[config.mk]
export PLATFORM = sky130hd
export DESIGN_NAME = dfs_status_map
export DESIGN_NICKNAME = d
export VERILOG_FILES = /design/src/verilog/dfs_pkg.sv /design/src/verilog/dfs_status_map.sv /design/src/verilog/dfs_div10.sv /design/src/verilog/dfs_range_chk.sv
export SDC_FILE = /design/constraint.sdc
export NUM_CORES = 1
export LEC_CHECK = 0
export ABC_AREA = 1
export BUFFER_PORTS_ARGS = -buffer_cell sky130_fd_sc_hd__buf_4
export CAP_MARGIN = 0
export CELL_PAD_IN_SITES_DETAIL_PLACEMENT = 1
export CELL_PAD_IN_SITES_GLOBAL_PLACEMENT = 2
export CORE_MARGIN = 5
export CORE_UTILIZATION = 32
export CTS_CLUSTER_DIAMETER = 150
export DETAILED_ROUTE_END_ITERATION = 16
export PLACE_DENSITY_LB_ADDON = 0.1
export SLEW_MARGIN = 20
export SYNTH_ARGS = -nofsm -noshare
export SYNTH_HDL_FRONTEND = slang
export SYNTH_SLANG_ARGS = --single-unit
export TNS_END_PERCENT = 1
[constraint.sdc]
create_clock -name clk -period 12.2 [get_ports clk]
set_input_delay 2.44 -clock clk [delete_from_list [all_inputs] [get_ports clk]]
set_output_delay 2.44 -clock clk [all_outputs]
set_load 0.03 [all_outputs]
[src/verilog/dfs_pkg.sv]
// Package with address map, codes, ranges and carrier types of the drive status map
package dfs_pkg;

    // ------------------------------------------------------------
    // Status map addresses
    // ------------------------------------------------------------
    localparam logic [15:0] ADDR_OUT_STATE = 16'h300B;
    localparam logic [15:0] ADDR_ANALOG_1 = 16'h300C;
    localparam logic [15:0] ADDR_ANALOG_2 = 16'h300D;
    localparam logic [15:0] ADDR_ANALOG_3 = 16'h300E;
    localparam logic [15:0] ADDR_ANALOG_4 = 16'h300F;
    localparam logic [15:0] ADDR_PULSE_1 = 16'h3010;
    localparam logic [15:0] ADDR_PULSE_2 = 16'h3011;
    localparam logic [15:0] ADDR_STEP_IDX = 16'h3012;
    localparam logic [15:0] ADDR_LENGTH = 16'h3013;
    localparam logic [15:0] ADDR_COUNT = 16'h3014;
    localparam logic [15:0] ADDR_TORQUE = 16'h3015;
    localparam logic [15:0] ADDR_IDENT = 16'h3016;
    localparam logic [15:0] ADDR_FAULT = 16'h5000;

    // ------------------------------------------------------------
    // Writable parameters and write-only command entries
    // ------------------------------------------------------------
    localparam logic [15:0] ADDR_RUN_SRC = 16'h0001;
    localparam logic [15:0] ADDR_RUN_CH = 16'h0002;
    localparam logic [15:0] ADDR_WAKE_DLY = 16'h0114;
    localparam logic [15:0] ADDR_LOOP_SRC = 16'h0900;
    localparam logic [15:0] ADDR_COMM_CMD = 16'h2000;
    localparam logic [15:0] ADDR_LOOP_SET = 16'h2002;

    // ------------------------------------------------------------
    // Function and exception codes
    // ------------------------------------------------------------
    localparam logic [7:0] FC_READ = 8'h03;
    localparam logic [7:0] FC_WRITE = 8'h06;
    localparam logic [7:0] FC_EXC_BIT = 8'h80;
    localparam logic [7:0] ERR_BAD_CMD = 8'h01;
    localparam logic [7:0] ERR_BAD_ADDR = 8'h02;
    localparam logic [7:0] ERR_RANGE = 8'h04;
    localparam logic [7:0] ERR_READ_ONLY = 8'h07;

    // ------------------------------------------------------------
    // Enabling selections, ranges and reset values
    // ------------------------------------------------------------
    localparam logic [15:0] RUN_SRC_COMM = 16'h0002;
    localparam logic [15:0] RUN_CH_MODBUS = 16'h0000;
    localparam logic [15:0] LOOP_SRC_MODBUS = 16'h0007;
    localparam logic signed [16:0] RUN_SRC_MAX = 17'sh00002;
    localparam logic signed [16:0] RUN_CH_MAX = 17'sh00003;
    localparam logic signed [16:0] LOOP_SRC_MAX = 17'sh00007;
    localparam logic signed [16:0] WAKE_DLY_MAX = 17'sh08CA0;
    localparam logic signed [16:0] CMD_MIN = 17'sh00001;
    localparam logic signed [16:0] CMD_MAX = 17'sh00007;
    localparam logic signed [16:0] SET_MIN = -17'sh003E8;
    localparam logic signed [16:0] SET_MAX = 17'sh003E8;
    localparam logic signed [16:0] RANGE_ZERO = 17'sh00000;
    localparam logic [15:0] PARAM_RESET = 16'h0000;

    // ------------------------------------------------------------
    // Scale of one-decimal parameters: divide by ten by reciprocal
    // ------------------------------------------------------------
    localparam logic [15:0] SCALE_ONE_DEC = 16'h000A;
    localparam logic [35:0] DIV10_MUL = 36'h00000CCCD;
    localparam int DIV10_SHIFT = 19;

    // ------------------------------------------------------------
    // Carrier types
    // ------------------------------------------------------------
    typedef enum logic [1:0] {
        ST_IDLE = 2'b00,
        ST_REPLY = 2'b01
    } dfs_state_t;

    typedef struct packed {
        logic [7:0] func;
        logic [15:0] addr;
        logic [15:0] data;
    } dfs_req_t;

    typedef struct packed {
        logic [7:0] func;
        logic [15:0] data;
        logic exc;
        logic [7:0] errCode;
    } dfs_rsp_t;

    typedef struct packed {
        logic relayOutB;
        logic relayOutA;
        logic fastPulseOut;
        logic openCollectorOut;
        logic [15:0] analog1;
        logic [15:0] analog2;
        logic [15:0] analog3;
        logic [15:0] analog4;
        logic [15:0] pulse1Freq;
        logic [15:0] pulse2Freq;
        logic [15:0] stepIdx;
        logic [15:0] lengthVal;
        logic [15:0] countVal;
        logic [15:0] torqueVal;
        logic [15:0] faultCode;
    } dfs_stat_t;

endpackage

[src/verilog/dfs_status_map.sv]
// Fieldbus register map of a drive: status words, parameters and command entries
`timescale 1ns/1ps

module dfs_status_map #(
    parameter logic [7:0] MAKER_CODE = 8'h5A, // Arbitrary maker code
    parameter logic [7:0] PRODUCT_CODE = 8'h3C // Arbitrary product code
) (
    input wire logic clk,
    input wire logic rst,
    input wire logic reqValid,
    output logic reqReady,
    input wire dfs_pkg::dfs_req_t req,
    output logic rspValid,
    output dfs_pkg::dfs_rsp_t rsp,
    input wire dfs_pkg::dfs_stat_t stat,
    output logic cmdStrobe,
    output logic [15:0] cmdCode,
    output logic setpointStrobe,
    output logic [15:0] setpoint,
    output logic [15:0] runSrc,
    output logic [15:0] runCh,
    output logic [15:0] loopSrc,
    output logic [15:0] wakeDelaySec,
    output logic [3:0] wakeDelayTenth
);

    // ------------------------------------------------------------
    // Declarations
    // ------------------------------------------------------------
    dfs_pkg::dfs_state_t state_r; // Request/reply state
    dfs_pkg::dfs_state_t state_nxt;
    dfs_pkg::dfs_rsp_t rsp_r; // Captured reply
    dfs_pkg::dfs_rsp_t rsp_nxt;
    logic [15:0] runSrc_r; // Run command source parameter
    logic [15:0] runSrc_nxt;
    logic [15:0] runCh_r; // Communication run channel parameter
    logic [15:0] runCh_nxt;
    logic [15:0] loopSrc_r; // Loop setpoint source parameter
    logic [15:0] loopSrc_nxt;
    logic [15:0] wakeDly_r; // One-decimal delay, raw scaled integer
    logic [15:0] wakeDly_nxt;
    logic cmdStrobe_r; // Accepted run/stop command pulse
    logic cmdStrobe_nxt;
    logic [15:0] cmdCode_r; // Last applied command
    logic [15:0] cmdCode_nxt;
    logic setStrobe_r; // Accepted setpoint pulse
    logic setStrobe_nxt;
    logic [15:0] setpoint_r; // Last applied setpoint
    logic [15:0] setpoint_nxt;
    logic [15:0] wakeSec_r; // Delay in whole units
    logic [15:0] wakeSec_nxt;
    logic [3:0] wakeTenth_r; // Delay tenths digit
    logic [3:0] wakeTenth_nxt;
    logic take; // Request taken this cycle
    logic hit; // Address maps to an entry
    logic isRo; // Entry is read-only
    logic isWo; // Entry is write-only
    logic rangeOk; // Written value within limits
    logic [15:0] rdWord; // Word returned on a read
    logic wrOk; // Write accepted
    logic runEnabled; // Link may start and stop the drive
    logic loopEnabled; // Link setpoint is in use
    logic okRunSrc;
    logic okRunCh;
    logic okLoopSrc;
    logic okWake;
    logic okCmd;
    logic okSet;
    logic [15:0] divQuot;
    logic [3:0] divRem;
    logic [3:0] outBits; // Local output pins, in map order

    // ------------------------------------------------------------
    // Range checkers, one per writable entry
    // ------------------------------------------------------------
    dfs_range_chk #(.IS_SIGNED(1'b0), .LO(dfs_pkg::RANGE_ZERO), .HI(dfs_pkg::RUN_SRC_MAX))
        uRunSrc (.val(req.data), .ok(okRunSrc));
    dfs_range_chk #(.IS_SIGNED(1'b0), .LO(dfs_pkg::RANGE_ZERO), .HI(dfs_pkg::RUN_CH_MAX))
        uRunCh (.val(req.data), .ok(okRunCh));
    dfs_range_chk #(.IS_SIGNED(1'b0), .LO(dfs_pkg::RANGE_ZERO), .HI(dfs_pkg::LOOP_SRC_MAX))
        uLoopSrc (.val(req.data), .ok(okLoopSrc));
    dfs_range_chk #(.IS_SIGNED(1'b0), .LO(dfs_pkg::RANGE_ZERO), .HI(dfs_pkg::WAKE_DLY_MAX))
        uWake (.val(req.data), .ok(okWake));
    dfs_range_chk #(.IS_SIGNED(1'b0), .LO(dfs_pkg::CMD_MIN), .HI(dfs_pkg::CMD_MAX))
        uCmd (.val(req.data), .ok(okCmd));
    dfs_range_chk #(.IS_SIGNED(1'b1), .LO(dfs_pkg::SET_MIN), .HI(dfs_pkg::SET_MAX))
        uSet (.val(req.data), .ok(okSet));

    // ------------------------------------------------------------
    // Scaled delay back to engineering units
    // ------------------------------------------------------------
    dfs_div10 uDiv (.val(wakeDly_r), .quot(divQuot), .rem(divRem));

    // ------------------------------------------------------------
    // Address decode: entry kind, read word and range verdict
    // ------------------------------------------------------------
    always_comb begin
        hit = 1'b0;
        isRo = 1'b0;
        isWo = 1'b0;
        rangeOk = 1'b0;
        rdWord = 16'h0000;
        outBits = {stat.relayOutB, stat.relayOutA, stat.fastPulseOut, stat.openCollectorOut};
        if (req.addr == dfs_pkg::ADDR_OUT_STATE) begin
            // Four output bits, upper bits read zero
            hit = 1'b1;
            isRo = 1'b1;
            rdWord = 16'(outBits);
        end else if (req.addr == dfs_pkg::ADDR_ANALOG_1) begin
            hit = 1'b1;
            isRo = 1'b1;
            rdWord = stat.analog1;
        end else if (req.addr == dfs_pkg::ADDR_ANALOG_2) begin
            hit = 1'b1;
            isRo = 1'b1;
            rdWord = stat.analog2;
        end else if (req.addr == dfs_pkg::ADDR_ANALOG_3) begin
            // Signed input passed through as two's complement
            hit = 1'b1;
            isRo = 1'b1;
            rdWord = stat.analog3;
        end else if (req.addr == dfs_pkg::ADDR_ANALOG_4) begin
            hit = 1'b1;
            isRo = 1'b1;
            rdWord = stat.analog4;
        end else if (req.addr == dfs_pkg::ADDR_PULSE_1) begin
            hit = 1'b1;
            isRo = 1'b1;
            rdWord = stat.pulse1Freq;
        end else if (req.addr == dfs_pkg::ADDR_PULSE_2) begin
            hit = 1'b1;
            isRo = 1'b1;
            rdWord = stat.pulse2Freq;
        end else if (req.addr == dfs_pkg::ADDR_STEP_IDX) begin
            hit = 1'b1;
            isRo = 1'b1;
            rdWord = stat.stepIdx;
        end else if (req.addr == dfs_pkg::ADDR_LENGTH) begin
            hit = 1'b1;
            isRo = 1'b1;
            rdWord = stat.lengthVal;
        end else if (req.addr == dfs_pkg::ADDR_COUNT) begin
            hit = 1'b1;
            isRo = 1'b1;
            rdWord = stat.countVal;
        end else if (req.addr == dfs_pkg::ADDR_TORQUE) begin
            // Signed torque setting, two's complement
            hit = 1'b1;
            isRo = 1'b1;
            rdWord = stat.torqueVal;
        end else if (req.addr == dfs_pkg::ADDR_IDENT) begin
            // Maker in the high byte, product in the low byte
            hit = 1'b1;
            isRo = 1'b1;
            rdWord = {MAKER_CODE, PRODUCT_CODE};
        end else if (req.addr == dfs_pkg::ADDR_FAULT) begin
            hit = 1'b1;
            isRo = 1'b1;
            rdWord = stat.faultCode;
        end else if (req.addr == dfs_pkg::ADDR_RUN_SRC) begin
            hit = 1'b1;
            rdWord = runSrc_r;
            rangeOk = okRunSrc;
        end else if (req.addr == dfs_pkg::ADDR_RUN_CH) begin
            hit = 1'b1;
            rdWord = runCh_r;
            rangeOk = okRunCh;
        end else if (req.addr == dfs_pkg::ADDR_LOOP_SRC) begin
            hit = 1'b1;
            rdWord = loopSrc_r;
            rangeOk = okLoopSrc;
        end else if (req.addr == dfs_pkg::ADDR_WAKE_DLY) begin
            // Read back as the same scaled integer that was written
            hit = 1'b1;
            rdWord = wakeDly_r;
            rangeOk = okWake;
        end else if (req.addr == dfs_pkg::ADDR_COMM_CMD) begin
            hit = 1'b1;
            isWo = 1'b1;
            rangeOk = okCmd;
        end else if (req.addr == dfs_pkg::ADDR_LOOP_SET) begin
            hit = 1'b1;
            isWo = 1'b1;
            rangeOk = okSet;
        end
    end

    // ------------------------------------------------------------
    // Reply builder and request/reply sequencing
    // ------------------------------------------------------------
    always_comb begin
        take = reqValid && (state_r == dfs_pkg::ST_IDLE);
        state_nxt = state_r;
        rsp_nxt = rsp_r;
        wrOk = 1'b0;
        case (state_r)
            dfs_pkg::ST_IDLE: begin
                if (take) begin
                    state_nxt = dfs_pkg::ST_REPLY;
                    rsp_nxt.func = req.func;
                    rsp_nxt.data = 16'h0000;
                    rsp_nxt.exc = 1'b0;
                    rsp_nxt.errCode = 8'h00;
                    if (req.func == dfs_pkg::FC_READ) begin
                        // Write-only entries give no contents back
                        if (!hit || isWo) begin
                            rsp_nxt.exc = 1'b1;
                            rsp_nxt.errCode = dfs_pkg::ERR_BAD_ADDR;
                        end else begin
                            rsp_nxt.data = rdWord;
                        end
                    end else if (req.func == dfs_pkg::FC_WRITE) begin
                        // Single-register write; reply echoes the value
                        if (!hit) begin
                            rsp_nxt.exc = 1'b1;
                            rsp_nxt.errCode = dfs_pkg::ERR_BAD_ADDR;
                        end else if (isRo) begin
                            rsp_nxt.exc = 1'b1;
                            rsp_nxt.errCode = dfs_pkg::ERR_READ_ONLY;
                        end else if (!rangeOk) begin
                            rsp_nxt.exc = 1'b1;
                            rsp_nxt.errCode = dfs_pkg::ERR_RANGE;
                        end else begin
                            wrOk = 1'b1;
                            rsp_nxt.data = req.data;
                        end
                    end else begin
                        // Unsupported function code
                        rsp_nxt.exc = 1'b1;
                        rsp_nxt.errCode = dfs_pkg::ERR_BAD_CMD;
                    end
                    if (rsp_nxt.exc) begin
                        // Exception reply: function code with top bit set
                        rsp_nxt.func = req.func | dfs_pkg::FC_EXC_BIT;
                    end
                end
            end
            dfs_pkg::ST_REPLY: begin
                // Reply stands for one cycle
                state_nxt = dfs_pkg::ST_IDLE;
            end
            default: begin
                state_nxt = dfs_pkg::ST_IDLE;
            end
        endcase
    end

    // ------------------------------------------------------------
    // Parameter store and command application
    // ------------------------------------------------------------
    always_comb begin
        runEnabled = (runSrc_r == dfs_pkg::RUN_SRC_COMM)
            && (runCh_r == dfs_pkg::RUN_CH_MODBUS);
        loopEnabled = (loopSrc_r == dfs_pkg::LOOP_SRC_MODBUS);
        runSrc_nxt = runSrc_r;
        runCh_nxt = runCh_r;
        loopSrc_nxt = loopSrc_r;
        wakeDly_nxt = wakeDly_r;
        cmdStrobe_nxt = 1'b0;
        cmdCode_nxt = cmdCode_r;
        setStrobe_nxt = 1'b0;
        setpoint_nxt = setpoint_r;
        // Delay kept as scaled integer, shown as units and tenths
        wakeSec_nxt = divQuot;
        wakeTenth_nxt = divRem;
        if (wrOk) begin
            if (req.addr == dfs_pkg::ADDR_RUN_SRC) begin
                runSrc_nxt = req.data;
            end else if (req.addr == dfs_pkg::ADDR_RUN_CH) begin
                runCh_nxt = req.data;
            end else if (req.addr == dfs_pkg::ADDR_LOOP_SRC) begin
                loopSrc_nxt = req.data;
            end else if (req.addr == dfs_pkg::ADDR_WAKE_DLY) begin
                wakeDly_nxt = req.data;
            end else if (req.addr == dfs_pkg::ADDR_COMM_CMD) begin
                // Command acknowledged but only applied when enabled
                if (runEnabled) begin
                    cmdStrobe_nxt = 1'b1;
                    cmdCode_nxt = req.data;
                end
            end else if (req.addr == dfs_pkg::ADDR_LOOP_SET) begin
                // Setpoint used only with the link as its source
                if (loopEnabled) begin
                    setStrobe_nxt = 1'b1;
                    setpoint_nxt = req.data;
                end
            end
        end
    end

    // ------------------------------------------------------------
    // State registers
    // ------------------------------------------------------------
    always_ff @(posedge clk or posedge rst) begin
        if (rst) begin
            state_r <= dfs_pkg::ST_IDLE;
            rsp_r <= '0;
            runSrc_r <= dfs_pkg::PARAM_RESET;
            runCh_r <= dfs_pkg::PARAM_RESET;
            loopSrc_r <= dfs_pkg::PARAM_RESET;
            wakeDly_r <= dfs_pkg::PARAM_RESET;
            cmdStrobe_r <= 1'b0;
            cmdCode_r <= dfs_pkg::PARAM_RESET;
            setStrobe_r <= 1'b0;
            setpoint_r <= dfs_pkg::PARAM_RESET;
            wakeSec_r <= dfs_pkg::PARAM_RESET;
            wakeTenth_r <= 4'h0;
        end else begin
            state_r <= state_nxt;
            rsp_r <= rsp_nxt;
            runSrc_r <= runSrc_nxt;
            runCh_r <= runCh_nxt;
            loopSrc_r <= loopSrc_nxt;
            wakeDly_r <= wakeDly_nxt;
            cmdStrobe_r <= cmdStrobe_nxt;
            cmdCode_r <= cmdCode_nxt;
            setStrobe_r <= setStrobe_nxt;
            setpoint_r <= setpoint_nxt;
            wakeSec_r <= wakeSec_nxt;
            wakeTenth_r <= wakeTenth_nxt;
        end
    end

    // ------------------------------------------------------------
    // Outputs
    // ------------------------------------------------------------
    assign reqReady = (state_r == dfs_pkg::ST_IDLE);
    assign rspValid = (state_r == dfs_pkg::ST_REPLY);
    assign rsp = rsp_r;
    assign cmdStrobe = cmdStrobe_r;
    assign cmdCode = cmdCode_r;
    assign setpointStrobe = setStrobe_r;
    assign setpoint = setpoint_r;
    assign runSrc = runSrc_r;
    assign runCh = runCh_r;
    assign loopSrc = loopSrc_r;
    assign wakeDelaySec = wakeSec_r;
    assign wakeDelayTenth = wakeTenth_r;

endmodule

[src/verilog/dfs_div10.sv]
// Divide-by-ten unit that turns a scaled integer into whole units and tenths
`timescale 1ns/1ps

module dfs_div10 (
    input wire logic [15:0] val,
    output logic [15:0] quot,
    output logic [3:0] rem
);

    // ------------------------------------------------------------
    // Reciprocal multiply, exact over the whole 16-bit range
    // ------------------------------------------------------------
    logic [35:0] prod; // Product with the reciprocal
    logic [15:0] back; // Quotient scaled back up

    always_comb begin
        prod = {20'h00000, val} * dfs_pkg::DIV10_MUL;
        quot = prod[dfs_pkg::DIV10_SHIFT +: 16];
        back = 16'(quot * dfs_pkg::SCALE_ONE_DEC);
        rem = 4'(val - back);
    end

endmodule

[src/verilog/dfs_range_chk.sv]
// Range check of a written word against a parameter's permitted limits
`timescale 1ns/1ps

module dfs_range_chk #(
    parameter logic IS_SIGNED = 1'b0,
    parameter logic signed [16:0] LO = 17'sh00000,
    parameter logic signed [16:0] HI = 17'sh00000
) (
    input wire logic [15:0] val,
    output logic ok
);

    // ------------------------------------------------------------
    // Extend by sign or zero, then compare both limits
    // ------------------------------------------------------------
    logic signed [16:0] ext; // Value widened for a signed compare

    always_comb begin
        ext = IS_SIGNED ? {val[15], val} : {1'b0, val};
        ok = (ext >= LO) && (ext <= HI);
    end

endmodule

; Word-level counts from Yosys, hierarchy flattened
; Index checks and enable logic that the tools add are counted.
; Widths: inputs -> output; s select.
[totals]
reg_bits = 150
latchBits = 0
ram_bits = 0
mem_bits_ro = 0
input_bits = 223
output_inout_bits = 137
word_cells = 193
n_memories = 0
[op_classes]
addsub = 1
multipliers = 2
div_mod_pow = 0
magnitude_cmp = 7
n_eq_ne = 25
shift = 0
n_mux = 123
n_bitwise = 5
n_reduce_logical = 15
[op_table]
columns = cell, count
row1 = $mux 16, 22
row2 = $eq 16x14->1 const B, 14
row3 = $mux 1, 90
row4 = $mux 25, 3
row5 = $mux 9, 5
row6 = $eq 16x2->1 const B, 2
row7 = $le 16x2->1 const B, 2
row8 = $mul 16x16->32 const B, 1
row9 = $eq 16x1->1 const B, 1
row10 = $eq 16x12->1 const B, 1
row11 = $eq 16x15->1 const B, 1
row12 = $eq 16x3->1 const B, 1
row13 = $eq 16x9->1 const B, 1
row14 = $ge 16x1->1 const B, 1
row15 = $ge 16x11->1 const B, 1
row16 = $le 16x11->1 const B, 1
row17 = $le 16x16->1 const B, 1
row18 = $le 16x3->1 const B, 1
row19 = $logic_not 16->1, 1
row20 = $mul 13x3->3 const B, 1
row21 = $eq 8x2->1 const B, 1
row22 = $eq 8x3->1 const B, 1
row23 = $mux 8, 1
row24 = $reduce_and 8->1, 1
row25 = other kinds (14), 23

; Depth between registers and ports, before layout
; Gate-level depths: netlist (run 1).
[depth]
ltp_word = 29
mapped_depth = 25
ltp_nobuf = 25

; By module
; A second synthesis (run 1) with hierarchy kept.
[unflattened]
cells_unflattened = 2064
area_unflattened_um2 = 14572.7
[by_module_without_submodules]
columns = mod, instances, cells_each, area_each_um2, seq_area_each_um2
row1 = dfs_status_map, 1, 1274, 8767.2, 3678.5
row2 = dfs_div10, 1, 644, 5222.5, 0.0
row3 = dfs_range_chk (uWake), 1, 37, 151.4, 0.0
row4 = dfs_range_chk (uRunSrc), 1, 28, 105.1, 0.0
row5 = dfs_range_chk (uSet), 1, 24, 102.6, 0.0
row6 = dfs_range_chk (uRunCh), 1, 20, 78.8, 0.0
row7 = dfs_range_chk (uCmd), 1, 20, 77.6, 0.0
row8 = dfs_range_chk (uLoopSrc), 1, 17, 67.6, 0.0

; Worst setup path before layout (run 1)
; OpenSTA, ideal clock, no wires.
[synth_timing]
path_type = register -> register
start = register wakeDly_r[2]
end = register wakeTenth_r[3], in the netlist wakeDelayTenth[3]
setup_time_ns = 0.125
arrival_time_ns = 5.449
required_time_ns = 12.075
setup_slack_ns = 6.626
path_stages_with_launch = 23
path_buffers = 0
period_less_slack_ns = 5.574
cell_sequence = dfrtp_1 > ha_1 > inv_1 > fa_1 > inv_1 > fa_1 > fa_1 > fa_1 > fa_1 > ha_1 > nand2_1 > nor4_1 > o21ai_0 > nand2_1 > nand2_1 > nand2_1 > ha_1 > inv_1 > fa_1 > xor2_1 > inv_1 > xor2_1 > xnor2_1
[synth_via]
elab_chain_len = 3
[synth_lines]
columns = element, line_no
row1 = "start, declared", dfs_status_map.sv:40  ; logic [15:0] wakeDly_r;
row2 = "start signal, assigned", dfs_status_map.sv:301  ; wakeDly_r <= dfs_pkg::PARAM_RESET;
row3 = "start signal, assigned", dfs_status_map.sv:314  ; wakeDly_r <= wakeDly_nxt;
row4 = $mul 16x16->32, dfs_div10.sv:17  ; prod = {20'h00000, val} * dfs_pkg::DIV10_MUL;
row5 = named net divQuot[0], dfs_status_map.sv:69  ; logic [15:0] divQuot;
row6 = $mul 13x3->3, dfs_div10.sv:19  ; back = 16'(quot * dfs_pkg::SCALE_ONE_DEC);
row7 = $sub 4x4->4, dfs_div10.sv:20  ; rem = 4'(val - back);
row8 = named net divRem[3], dfs_status_map.sv:70  ; logic [3:0] divRem;
row9 = "end signal, assigned", dfs_status_map.sv:320  ; wakeTenth_r <= wakeTenth_nxt;
row10 = "end, declared", dfs_status_map.sv:52  ; logic [3:0] wakeTenth_r;
; The timed path passes the listed nets, and every way through them passes these cells.
; A chain may end at the register's enable or synchronous reset.

; Worst setup path after layout (run 1)
[layout_timing]
start = register wakeDly_r[10]
end = register wakeTenth_r[3], in the netlist wakeDelayTenth[3]
; The elaborated chain is that of the path after synthesis.

==> key figures, run 1 <==
Synth
  • Mean area per synthesized cell: 7.340 sq um
  • Post-synth ARST share: 100.0%
  • Synth top area share: 26.48%
  • Top cells by area, synth: dfrtp_1 (26%), fa_1 (12%), ha_1 (12%), nand2_1 (12%), inv_1 (9.4%)
  • Synth warn: 0
  • Main flop type after synthesis: dfrtp_1
  • Post-synthesis sequential area ratio: 26.48%
  • EDFF count, synth: 0
  • Cell count after synthesis: 1854
  • Mapped cell area: 13610 sq um
  • Unique masters post-synth: 53
  • #FFs+latches synth: 144
  • Post-synth top area cell: dfrtp_1

Timing
  • Relative slew margins: 35.79%
  • Minimum clock period: 6129 ps
  • Final period util: 50.24%
  • RSZ-0062 raised after global routing: no
  • Setup Skew: 10.75 ps
  • Max-slew violations: 0
  • Final Hold Viols: 0
  • Setup-failing EPs final: 0
  • Fmax: 163.2 MHz
  • Setup TNS: 0 ps
  • Worst slew pin tran: 963.2 ps

Clocking
  • Worst-path clk slew: 70 ps
  • TritonCTS Sinks: 144
  • Htree depth: 4
  • CTS tree: done
  • Hold_buf cts: 0
  • Root buffer cell: clkbuf_16
  • Setup Fix Bufs, Post-CTS: 0
  • Num CTS Buffers: 17
  • Post-CTS sizing: 0
  • Clock latency on the worst-skew pair: 440 ps
  • CTS max path bufs: 2

Detailed routing
  • Post-DRT Antenna Nets: 0
  • WL/cell: 21.53 um
  • Iter 0 DRT Violations: 812
  • WL final: 58870 um
  • Vias per Instance: 4.981
  • Routed vias: 13620
  • Drt drc: 0
  • Count of TritonRoute iterations in the first routing pass: 5

Placed design
  • # placed instances: 2701
  • Number of port buffers: 351
  • Post-detail-place hpwl: 49450 um
  • RePlAce Congestion: 0.9509

Final layout
  • Area Growth Syn to Fin: 27.45%
  • Final Net Count: 2617
  • Fin cells: 2734
  • Fraction of layout cells with a size suffix above 1: 20.15%

Run status
  • Status: finished clean

Setup path
  • Critical path arrival: 6450 ps
  • Crit path kind: reg -> reg
  • Req. time, crit path: 12520 ps
  • Setup crit start kind: flip-flop
  • Worst Setup End Kind: flip-flop
  • Crit path max fanout: 7

Pwr
  • Switching pwr: 343.1 uW
  • PwrDens: 68.48 nW/um^2
  • Sw Share: 28.89%
  • Internal: 844.6 uW
  • Leak: 10.18 nW
  • Sequential share of power: 41.6%
  • Max rail drop VDD: 0.09400 mV
  • Part of the power in the clock network: 44.8%
  • Combinational power share: 13.6%

Die
  • Die Width: 216.2 um
  • Initial core utilization: 32.37%
  • Die span in y: 216.2 um
  • FP Rows: 75
  • Die area: 46750 sq um
  • Core box area: 42040 sq um
  • I/O pins: 360

Global route
  • Global-route wire length before repair: 90100 um
  • All-Layer GR Usage: 24.92%
  • Largest net degree at the start of global routing: 77
  • Vias in the first global route: 14910
  • Initial antenna violation count: 0
  • Overflow after GRT: 0

Worst hold path
  • Worst hold path type: reg -> reg

Flow run
  • Max-Cap Viols: 0
==> cells in the final DEF, fill, tap and decap left out, types with 6 or more instances in the layout <==
cell and n:
clkbuf_16 17, nor3_1 36, nor4_1 19, o221a_2 8, a211oi_1 8, xnor2_1 6
buf_4 357, xor2_1 13, nor2_2 6, inv_1 341, nor2_1 197, o21ai_0 59
conb_1 8, nand4_1 63, nand2_1 430, inv_6 8, nand2_2 8, o22ai_1 8
nand3_1 75, inv_2 10, fa_1 82, a21oi_1 92, a31oi_1 7, dfrtp_1 144
ha_1 131
==> worst max-delay path, cell delays in order, from the launching register on <==
cell	delay [ps]
dfrtp_1	510
ha_1	410
ha_1	310
inv_1	60
fa_1	500
inv_1	50
fa_1	490
fa_1	550
fa_1	530
ha_1	350
nand2_1	130
nor2_1	50
inv_1	70
nor3_1	50
nand2_1	50
o2111ai_1	100
nand2_1	170
a21oi_1	80
or2_2	300
xor2_1	200
inv_1	100
fa_1	440
xor2_1	170
inv_1	100
xor2_1	180
xnor2_1	90
==> kinds of logic after synthesis <==
family	synth area share [%]
AOI/OAI and AO/OA	8.928
xor gates and xnor gates	1.223
adders and majority gates	24.11
buffers and inverters	11.70
DFF	26.48
other	0.02756
and+or+nand+nor	27.54
==> Yosys cell counts (all sizes together), types with 6 or more instances <==
cell,number
clkbuf,28
xor2,13
nand2,439
dfrtp,144
nor2,206
a31oi,7
o21ai,59
xnor2,6
inv,352
nand3,79
ha,131
nand4,64
a21oi,92
nor3,37
o22ai,8
nor4,24
fa,82
a211oi,8
o221a,8
buf,28
==> path summary, 6_finish.rpt <==
| check | start | to | slack, ps | cells after the start |
|---|---|---|---|---|
| worst min-delay path | setpoint[13] | setpoint[13] | 480 | 2 |
| worst max register to register | wakeDly_r[10] | wakeDelayTenth[3] | 6070 | 25 |
| max in group asynchronous | rst | wakeDelayTenth[3] | 8630 | 3 |
| min in group asynchronous | rst | rsp[30] | 2140 | 2 |
| worst min register to register | setpoint[13] | setpoint[13] | 480 | 2 |
| worst max-delay path | wakeDly_r[10] | wakeDelayTenth[3] | 6070 | 25 |
==> layer usage <==
layer	track usage, %	wire, um	vias to the layer above
li1	-	-	6545
met1	30.24	23750	6679
met4	5.215	904	0
met5	0	0	-
met3	4.214	2940	50
met2	46.45	31270	344
==> final cells by class <==
type	count	area, sq um
antenna	1	2.502
fill	5258	24700
timing repair buffer	357	2680
clock buffer	18	429.2
tap	539	674.4
inverter	354	1334
clock inverter	14	145.1
multi-input combinational	1307	8474
sequential	144	3603
==> per-stage QoR <==
stage	hold slack, ps	power, mW	area, sq um	util (%)	setup WS [ps]
final	481.7	1.188	17340	41.25	6071
after global routing	502.6	1.236	17340	41.25	5712
after CTS	483.9	1.202	17330	41.22	6026
after detailed placement	464.5	0.6666	16760	39.86	5763
after global placement	458.7	0.6664	16760	39.86	5796
after floorplan	491.1	0.5628	13630	-	5894
==> flip-flops by register name, indices dropped and copies added (netlist names), 4 cells and up <==
register / cells
rsp: 28
cmdCode: 16
loopSrc: 16
runCh: 16
runSrc: 16
setpoint: 16
wakeDly_r: 16
wakeDelaySec: 13
wakeDelayTenth: 4
==> power by group through the flow <==
stage          clock (mW)  combinational, mW  sequential, mW
3_5_place_dp            0              0.164           0.503
3_3_place_gp            0              0.164           0.502
2_1_floorplan           0             0.0408           0.522
5_1_grt             0.567              0.175           0.495
4_1_cts             0.544              0.165           0.494
6_report            0.532              0.162           0.494
(Power assumes the default switching activity.)
==> run 2: changes to the inputs <==
--- a/config.mk
+++ b/config.mk
@@ -5,13 +5,13 @@
 export SDC_FILE = /design/constraint.sdc
 export NUM_CORES = 1
 export LEC_CHECK = 0
-export ABC_AREA = 1
+export ABC_AREA = 0
 export BUFFER_PORTS_ARGS = -buffer_cell sky130_fd_sc_hd__buf_4
 export CAP_MARGIN = 0
 export CELL_PAD_IN_SITES_DETAIL_PLACEMENT = 1
 export CELL_PAD_IN_SITES_GLOBAL_PLACEMENT = 2
 export CORE_MARGIN = 5
-export CORE_UTILIZATION = 32
+export CORE_UTILIZATION = 29
 export CTS_CLUSTER_DIAMETER = 150
 export DETAILED_ROUTE_END_ITERATION = 16
 export PLACE_DENSITY_LB_ADDON = 0.1
==> constraint.sdc (replaced) <==
create_clock -name clk -period 5.1 [get_ports clk]
set_input_delay 1.02 -clock clk [delete_from_list [all_inputs] [get_ports clk]]
set_output_delay 1.02 -clock clk [all_outputs]
set_load 0.03 [all_outputs]
==> run 2 against run 1 <==
Compared with the run above: the flow now finishes with violations (negative setup slack); maximum frequency increased by 7.9%; sequential share of layout area increased by 0.78 points; register-to-register slack got worse by 6700 ps; final cell count decreased by 20%; final area decreased by 3.4%; worst setup slack got worse by 6700 ps; global-route usage decreased by 0.68 points; critical path type unchanged; critical endpoint unchanged.
==> key figures, run 2 <==
Synth
  • Largest family of logic cells by synthesized area: adder cells
  • Fraction of synthesized area in multiplexers: 5.498% (+5.5 points)
  • Post-synthesis sequential area ratio: 30.10% (+3.6 points)
  • Main flop type after synthesis: dfrtp_1
  • Synth top area share: 30.10% (+3.6 points)
  • Post-synth top cells: inv_1 (157), dfrtp_1 (144), ha_1 (131)
  • Mean area per synthesized cell: 10.01 sq um (+36%)
  • Post-synth top area cell: dfrtp_1
  • #FFs+latches synth: 144 (unchanged)
  • Post-synth ARST share: 100.0% (unchanged)
  • Top cells by area, synth: dfrtp_1 (30%), fa_1 (14%), ha_1 (14%), inv_1 (4.9%), mux2_2 (3.6%)
  • Simple logic cell fraction of the synthesized area: 14.60% (-13 points)
  • EDFF count, synth: 0 (unchanged)
  • Synth warn: 0 (unchanged)
  • Compound-Gate Fraction of Synth Area: 14.41% (+5.5 points)
  • Cell count after synthesis: 1196 (-35%)
  • Fraction of synthesized cell area in xor and xnor cells: 1.171% (-0.052 points)
  • Area share of fa/ha/maj cells after synthesis: 27.41% (+3.3 points)
  • Unique masters post-synth: 72 (+36%)
  • Mapped cell area: 11970 sq um (-12%)
  • Leading cell type by number of instances after synthesis: inv_1

Detailed routing
  • Routed vias: 11170 (-18%)
  • M1 WL: 21390 um (-9.9%)
  • Post-DRT Antenna Nets: 0 (unchanged)
  • WL/cell: 25.28 um (+17%)
  • Iter 0 DRT Violations: 550 (-32%)
  • Highest metal used: met4
  • Metal3 WL: 3007 um (+2.3%)
  • Routed length on met2: 29430 um (-5.9%)
  • Vias per Instance: 5.119 (+2.8%)
  • Drt drc: 0 (unchanged)
  • WL final: 55180 um (-6.3%)
  • Count of TritonRoute iterations in the first routing pass: 5 (unchanged)

Final layout
  • Area of the multi-input gates: 7782 sq um (-8.2%)
  • Area Growth Syn to Fin: 39.94%
  • Final Net Count: 2073 (-21%)
  • Fraction of layout cells with a size suffix above 1: 36.67% (+17 points)
  • Flip-flop and latch area: 3611 sq um (+0.21%)
  • Fillers: 4634 (-12%)
  • Commonest non-fill, non-tap cells in the layout: buf_4 (462), inv_1 (148), dfrtp_1 (138)
  • Max reg flops: 28 (unchanged)
  • Leading cell type in the layout, fill and taps excluded: buf_4

Timing
  • Final Hold Viols: 0 (unchanged)
  • Setup Skew: 9.379 ps (-1.367 ps)
  • Relative slew margins: 38.97% (+3.2 points)
  • Worst slew pin tran: 907.1 ps (-56.04 ps)
  • Fmax: 176.1 MHz (+7.9%)
  • Setup-failing EPs final: 11 (+11)
  • Minimum clock period: 5679 ps (-449.3 ps)
  • Max-slew violations: 0 (unchanged)
  • Slack of the critical path: -579.5 ps (-6651 ps)
  • RSZ-0062 raised after global routing: yes
  • Setup TNS: -3268 ps (-3268 ps)
  • Final period util: 111.4% (+61 points)

Die
  • Initial core utilization: 29.32% (-3.1 points)
  • I/O pins: 360 (unchanged)
  • Core box area: 40830 sq um (-2.9%)
  • FP Rows: 74 (-1.3%)
  • Die area: 45440 sq um (-2.8%)
  • Die span in y: 213.2 um (-1.4%)
  • Die Width: 213.2 um (-1.4%)

Clocking
  • CTS max path bufs: 2 (unchanged)
  • TritonCTS Sinks: 144 (unchanged)
  • CTS tree: done
  • Num CTS Buffers: 17 (unchanged)
  • Worst-path clk slew: 70 ps (about the same)
  • Htree depth: 4 (unchanged)
  • Root buffer cell: clkbuf_16
  • Clock latency on the worst-skew pair: 440 ps (about the same)

Worst hold path
  • Worst hold path stage count: 2 (unchanged)
  • Hold Crit Endpoint: rsp[25]
  • Worst hold path type: reg -> reg
  • Hold Path Origin: rsp[25]

Setup path
  • Reg2Reg Launch Point: wakeDly_r[1]
  • Setup crit start kind: flip-flop
  • Worst Setup End Kind: flip-flop
  • Worst r2r path cells: 20 (-20%)
  • Crit path max fanout: 3 (-4)
  • Crit path kind: reg -> reg
  • Reg-to-reg endpoint: wakeDelayTenth[3]
  • Req. time, crit path: 5420 ps (-7100 ps)
  • Worst R2R Setup Slack: -580 ps (-6650 ps)
  • Critical path arrival: 6000 ps (-450 ps)

Pwr
  • Leak: 8.896 nW (-13%)
  • Power, Total: 2.790 mW (+130%)
  • PwrDens: 166.6 nW/um^2 (+140%)
  • Max rail drop VDD: 0.2170 mV (+130%)

Global route
  • Overflow after GRT: 0 (unchanged)
  • Global-route wire length before repair: 81250 um (-9.8%)
  • All-Layer GR Usage: 24.24% (-0.68 points)
  • Largest net degree at the start of global routing: 70 (-9.1%)
  • Initial antenna violation count: 1 (+1)
  • Vias in the first global route: 12450 (-17%)

Run status
  • Failing checks: negative setup slack
  • Status: finished with violations

Placed design
  • Number of port buffers: 351 (unchanged)
  • RePlAce Congestion: 0.9159 (-3.7%)
  • Post-detail-place hpwl: 47080 um (-4.8%)

Flow run
  • Max-Cap Viols: 0 (unchanged)
[run 2: area by class of cell]
| class | count | share of cell area, % |
|---|---|---|
| Inverter | 157 | 3.548 |
| Sequential cell | 144 | 21.56 |
| Antenna cell | 1 | 0.01494 |
| Tap cell | 532 | 3.974 |
| Timing Repair Buffer | 463 | 20.77 |
| Clock inverter | 15 | 1.135 |
| Clock buffer | 17 | 2.540 |
| Multi-Input combinational cell | 854 | 46.46 |
[run 2: power by group]
| part | internal [mW] | switching, mW |
|---|---|---|
| clock | 0.746 | 0.583 |
| combinational | 0.143 | 0.164 |
| sequential | 1.15 | 0.00467 |
| total | 2.04 | 0.751 |
[run 2: logic make-up after synthesis]
family	count (synthesis)
AND/OR/NAND/NOR	325
flip-flops	144
buffers and inverters	205
adder cells (fa/ha/maj)	213
AO/OA/AOI/OAI	236
XOR/XNOR	16
multiplexers	56
other	1
[run 2: how the worst max path moves through the flow]
| stage | startpoint | end | cells past startpoint |
|---|---|---|---|
| 3_3_place_gp | wakeDly_r[4] | wakeDelayTenth[3] | 20 |
| 3_5_place_dp | wakeDly_r[1] | wakeDelayTenth[3] | 20 |
| 6_report | wakeDly_r[1] | wakeDelayTenth[3] | 20 |
| 4_1_cts | wakeDly_r[11] | wakeDelayTenth[3] | 22 |
| 2_1_floorplan | wakeDly_r[5] | wakeDelayTenth[3] | 20 |
| 5_1_grt | wakeDly_r[6] | wakeDelayTenth[3] | 19 |
[run 2: routing by layer]
metal	vias to the layer above	track usage, %
met1	5662	28.65
met3	49	5.069
met4	0	6.711
met2	332	44.51
li1	5131	-
met5	-	0
[run 2: stage by stage]
stage                     hold WS (ps)  area, sq um  cells  worst slack (ps)  utilization [%]
after CTS                        490.8        16740   2182            -577.9            41.00
after global routing             507.6        16750   2183            -869.8            41.02
after detailed placement         468.2        16000   2146            -731.5            39.18
after floorplan                  490.4        12090   1203            -491.1                -
final                            486.7        16750   2183            -579.5            41.02
after global placement           461.9        16000   2146            -547.8            39.18
[run 2: worst max-delay path: stages (launching register included)]
cell and delay [ps]:
dfrtp_1 450, ha_4 310, inv_2 40, fa_1 490, fa_1 500, inv_1 50, fa_1 500, fa_1 430
fa_2 570, ha_4 210, and4_4 190, o21a_1 110, a221oi_2 290, o31ai_2 130, xor2_1 220, ha_2 210
inv_2 40, fa_2 390, xnor2_2 150, xnor2_2 150, xnor2_1 130
[run 2: repair_timing]
item                       CTS  global route
setup endpoints to repair   12            14
setup buffers                4             0
gates resized for setup     16             3
hold buffers                 0             0
pin swaps                   10             0
==> run 3: changes to the inputs <==
--- a/config.mk
+++ b/config.mk
@@ -11,12 +11,13 @@
 export CELL_PAD_IN_SITES_DETAIL_PLACEMENT = 1
 export CELL_PAD_IN_SITES_GLOBAL_PLACEMENT = 2
 export CORE_MARGIN = 5
-export CORE_UTILIZATION = 29
+export CORE_UTILIZATION = 30
 export CTS_CLUSTER_DIAMETER = 150
 export DETAILED_ROUTE_END_ITERATION = 16
 export PLACE_DENSITY_LB_ADDON = 0.1
 export SLEW_MARGIN = 20
 export SYNTH_ARGS = -nofsm -noshare
 export SYNTH_HDL_FRONTEND = slang
+export SYNTH_HIERARCHICAL = 1
 export SYNTH_SLANG_ARGS = --single-unit
 export TNS_END_PERCENT = 1
==> run 3 against run 2 <==
Compared with the run above: the run still ends with negative setup slack left; final area rose by 13%; wire length grew 19%; clock-buffer cell count did not move; synthesized cell count rose by 20%; area after synthesis rose by 14%; clock skew grew 12 ps; die area rose by 9.5%; sequential power up 3%; core utilization rose by 0.85 points; critical path depth unchanged; maximum frequency is 0.16% lower; worst hold slack worse by 7.8 ps; largest cell class unchanged; highest routed layer is now met5.
==> key figures, run 3 <==
Synth
  • Post-synth top area cell: dfrtp_1
  • Unique masters post-synth: 89 (+24%)
  • Synth top area share: 27.02% (-3.1 points)
  • Post-synth top cells: inv_1 (175), dfrtp_1 (147), ha_1 (132)
  • Post-synth ARST share: 100.0% (unchanged)
  • Top cells by area, synth: dfrtp_1 (27%), ha_1 (12%), fa_1 (12%), mux2_2 (6.9%), inv_1 (4.8%)
  • EDFF count, synth: 0 (unchanged)
  • Main flop type after synthesis: dfrtp_1
  • Mapped cell area: 13610 sq um (+14%)
  • #FFs+latches synth: 147 (+2.1%)
  • Post-synthesis sequential area ratio: 27.02% (-3.1 points)
  • Cell count after synthesis: 1437 (+20%)
  • Mean area per synthesized cell: 9.473 sq um (-5.3%)
  • Synth warn: 6 (+6)
  • Leading cell type by number of instances after synthesis: inv_1

Global route
  • Vias in the first global route: 14190 (+14%)
  • Overflow after GRT: 0 (unchanged)
  • Global-route wire length before repair: 96160 um (+18%)
  • Initial antenna violation count: 4 (+3)
  • All-Layer GR Usage: 25.68% (+1.4 points)
  • Largest net degree at the start of global routing: 121 (+73%)

Timing
  • Max-slew violations: 0 (unchanged)
  • Slack of the critical path: -588.7 ps (-9.243 ps)
  • Setup TNS: -1641 ps (+1626 ps)
  • Setup-failing EPs final: 8 (-3)
  • Final Hold Viols: 0 (unchanged)
  • RSZ-0062 raised after global routing: yes
  • Final period util: 111.5% (+0.18 points)
  • Relative slew margins: 42.43% (+3.5 points)
  • Worst slew pin tran: 858.4 ps (-48.76 ps)
  • Setup Skew: 21.54 ps (+12.16 ps)
  • Fmax: 175.8 MHz (-0.16%)
  • Hold Slack: 478.9 ps (-7.839 ps)
  • Minimum clock period: 5689 ps (+9.243 ps)

Detailed routing
  • Count of TritonRoute iterations in the first routing pass: 6 (+1)
  • Iter 0 DRT Violations: 887 (+61%)
  • WL/cell: 26.08 um (+3.2%)
  • Post-DRT Antenna Nets: 0 (unchanged)
  • Vias per Instance: 5.455 (+6.6%)
  • Drt drc: 0 (unchanged)
  • Routed vias: 13730 (+23%)
  • WL final: 65650 um (+19%)

Run status
  • Failing checks: negative setup slack
  • Status: finished with violations

Setup path
  • Slowest CP cell: fa_1
  • Crit. Startpoint: wakeDly_r[7]
  • CP dominant cell by count: fa_1
  • Crit path kind: reg -> reg
  • Crit path cell chain: ha_4 -> inv_2 -> fa_1 -> inv_1 -> fa_1 -> fa_1 -> fa_1 -> fa_1 -> ha_4 -> and4_4 -> nand2_2 -> o311ai_4 -> a21oi_4 -> xnor2_2 -> ha_2 -> inv_2 -> fa_2 -> xnor2_2 -> xnor2_1 -> xnor2_1
  • Req. time, crit path: 5460 ps (+40 ps)
  • Setup crit start kind: flip-flop
  • Critical path arrival: 6050 ps (+50 ps)
  • Reg2Reg Launch Point: wakeDly_r[7]
  • Crit path max fanout: 4 (+1)
  • Worst Setup End Kind: flip-flop
  • CP peak stage delay: 530 ps (-40 ps)

Placed design
  • Post-detail-place hpwl: 53850 um (+14%)
  • Number of port buffers: 354 (+0.85%)
  • RePlAce Congestion: 0.9291 (+1.4%)

Die
  • I/O pins: 360 (unchanged)
  • FP Rows: 78 (+5.4%)
  • Die area: 49740 sq um (+9.5%)
  • Initial core utilization: 30.19% (+0.88 points)
  • Die Width: 223.0 um (+4.6%)
  • Core box area: 45090 sq um (+10%)
  • Die span in y: 223.0 um (+4.6%)

Pwr
  • Sw Share: 30.92% (+4.0 points)
  • Sequential share of power: 40.9% (-0.5 points)
  • PwrDens: 154.1 nW/um^2 (-7.5%)
  • Max rail drop VDD: 0.3085 mV (+42%)
  • Part of the power in the clock network: 45.3% (-2.3 points)
  • Switching pwr: 899.8 uW (+20%)
  • Leak: 9.737 nW (+9.5%)
  • Combinational power share: 13.8% (+2.8 points)
  • Internal: 2.010 mW (-1.4%)

Clocking
  • TritonCTS Sinks: 147 (+2.1%)
  • Clock latency on the worst-skew pair: 490 ps (+50 ps)
  • Num CTS Buffers: 17 (unchanged)
  • CTS tree: done
  • CTS max path bufs: 2 (unchanged)
  • Root buffer cell: clkbuf_16
  • Worst-path clk slew: 80 ps (about the same)
  • Hold_buf cts: 0 (unchanged)
  • Htree depth: 4 (unchanged)

Worst hold path
  • Worst hold path type: reg -> reg
  • Hold Path Origin: rsp[26]

Final layout
  • Commonest non-fill, non-tap cells in the layout: buf_4 (504), inv_1 (168), dfrtp_1 (136)
  • Leading cell type in the layout, fill and taps excluded: buf_4
  • Fraction of layout cells with a size suffix above 1: 37.51% (+0.85 points)
  • Final Net Count: 2337 (+13%)
  • Area Growth Syn to Fin: 38.69%
  • Max reg flops: 28 (unchanged)

Flow run
  • Max-Cap Viols: 0 (unchanged)
-- run 3: kinds of logic after synthesis --
logic type / after synthesis / synth area share, %
simple gates: 386 / 15.30
compound gates: 315 / 16.07
fa+ha+maj: 213 / 24.04
flops: 147 / 27.02
other cells: 2 / 0.05517
mux: 108 / 8.915
buf+inv: 244 / 7.123
xor+xnor: 22 / 1.471
-- run 3: through the flow --
| stage | cells | instance area, sq um | util [%] | power, mW | worst slack, ps |
|---|---|---|---|---|---|
| after floorplan | 1443 | 13780 | - | 1.348 | -436.9 |
| after global placement | 2475 | 18020 | 39.97 | 1.608 | -625.8 |
| after detailed placement | 2475 | 18020 | 39.97 | 1.613 | -824.7 |
| after CTS | 2512 | 18810 | 41.73 | 2.951 | -568.1 |
| after global routing | 2517 | 18880 | 41.87 | 3.018 | -747.4 |
| final | 2517 | 18880 | 41.87 | 2.910 | -588.7 |
-- run 3: path summary, 6_finish.rpt --
kind,endpoint,slack [ps],cells past startpoint
worst max-delay path,wakeDelayTenth[3],-590,20
worst min-delay path,rsp[26],480,2
worst max register to register,wakeDelayTenth[3],-590,20
worst min register to register,rsp[26],480,2
max in group asynchronous,cmdCode[7],3530,3
min in group asynchronous,wakeDelaySec[7],510,2
-- run 3: layer usage --
metal  track usage [%]  share of wire, %  vias to the layer above
li1                  -                 -                     6124
met4             6.423               1.9                        2
met1             37.15                47                     7060
met2             39.03                45                      483
met3             5.684               6.4                       60
met5                 0             0.026                        -
-- run 3: cell type report --
| type | count | area (sq um) |
|---|---|---|
| Antenna cell | 3 | 7.507 |
| Multi-Input combinational cell | 1052 | 9331 |
| Clock buffer | 17 | 425.4 |
| Tap cell | 600 | 750.7 |
| Timing Repair Buffer | 507 | 3826 |
| Sequential cell | 147 | 3692 |
| Inverter | 176 | 665.6 |
| Clock inverter | 15 | 180.2 |
| Fill cell | 5225 | 26210 |
-- run 3: worst max-delay path: cells and delay by family (launching register included) --
family | cells | cell delay [ps]
compound gates | 2 | 360
xor+xnor | 4 | 610
fa+ha+maj | 9 | 3620
buf+inv | 3 | 140
flops | 1 | 470
simple gates | 2 | 330
-- run 3: repair_timing --
item | in CTS | in global routing
pin swaps | 19 | 16
resized for setup | 26 | 11
endpoints found under the setup margin | 14 | 15
setup buffers | 5 | 2
-- run 3: power by group through the flow --
| stage | Sequential (mW) | Combinational [mW] | Clock [mW] |
|---|---|---|---|
| after detailed placement | 1.21 | 0.400 | 0 |
| final | 1.19 | 0.403 | 1.32 |
| after CTS | 1.19 | 0.401 | 1.36 |
| after global placement | 1.21 | 0.396 | 0 |
| after global routing | 1.19 | 0.427 | 1.40 |
| after floorplan | 1.24 | 0.105 | 0 |
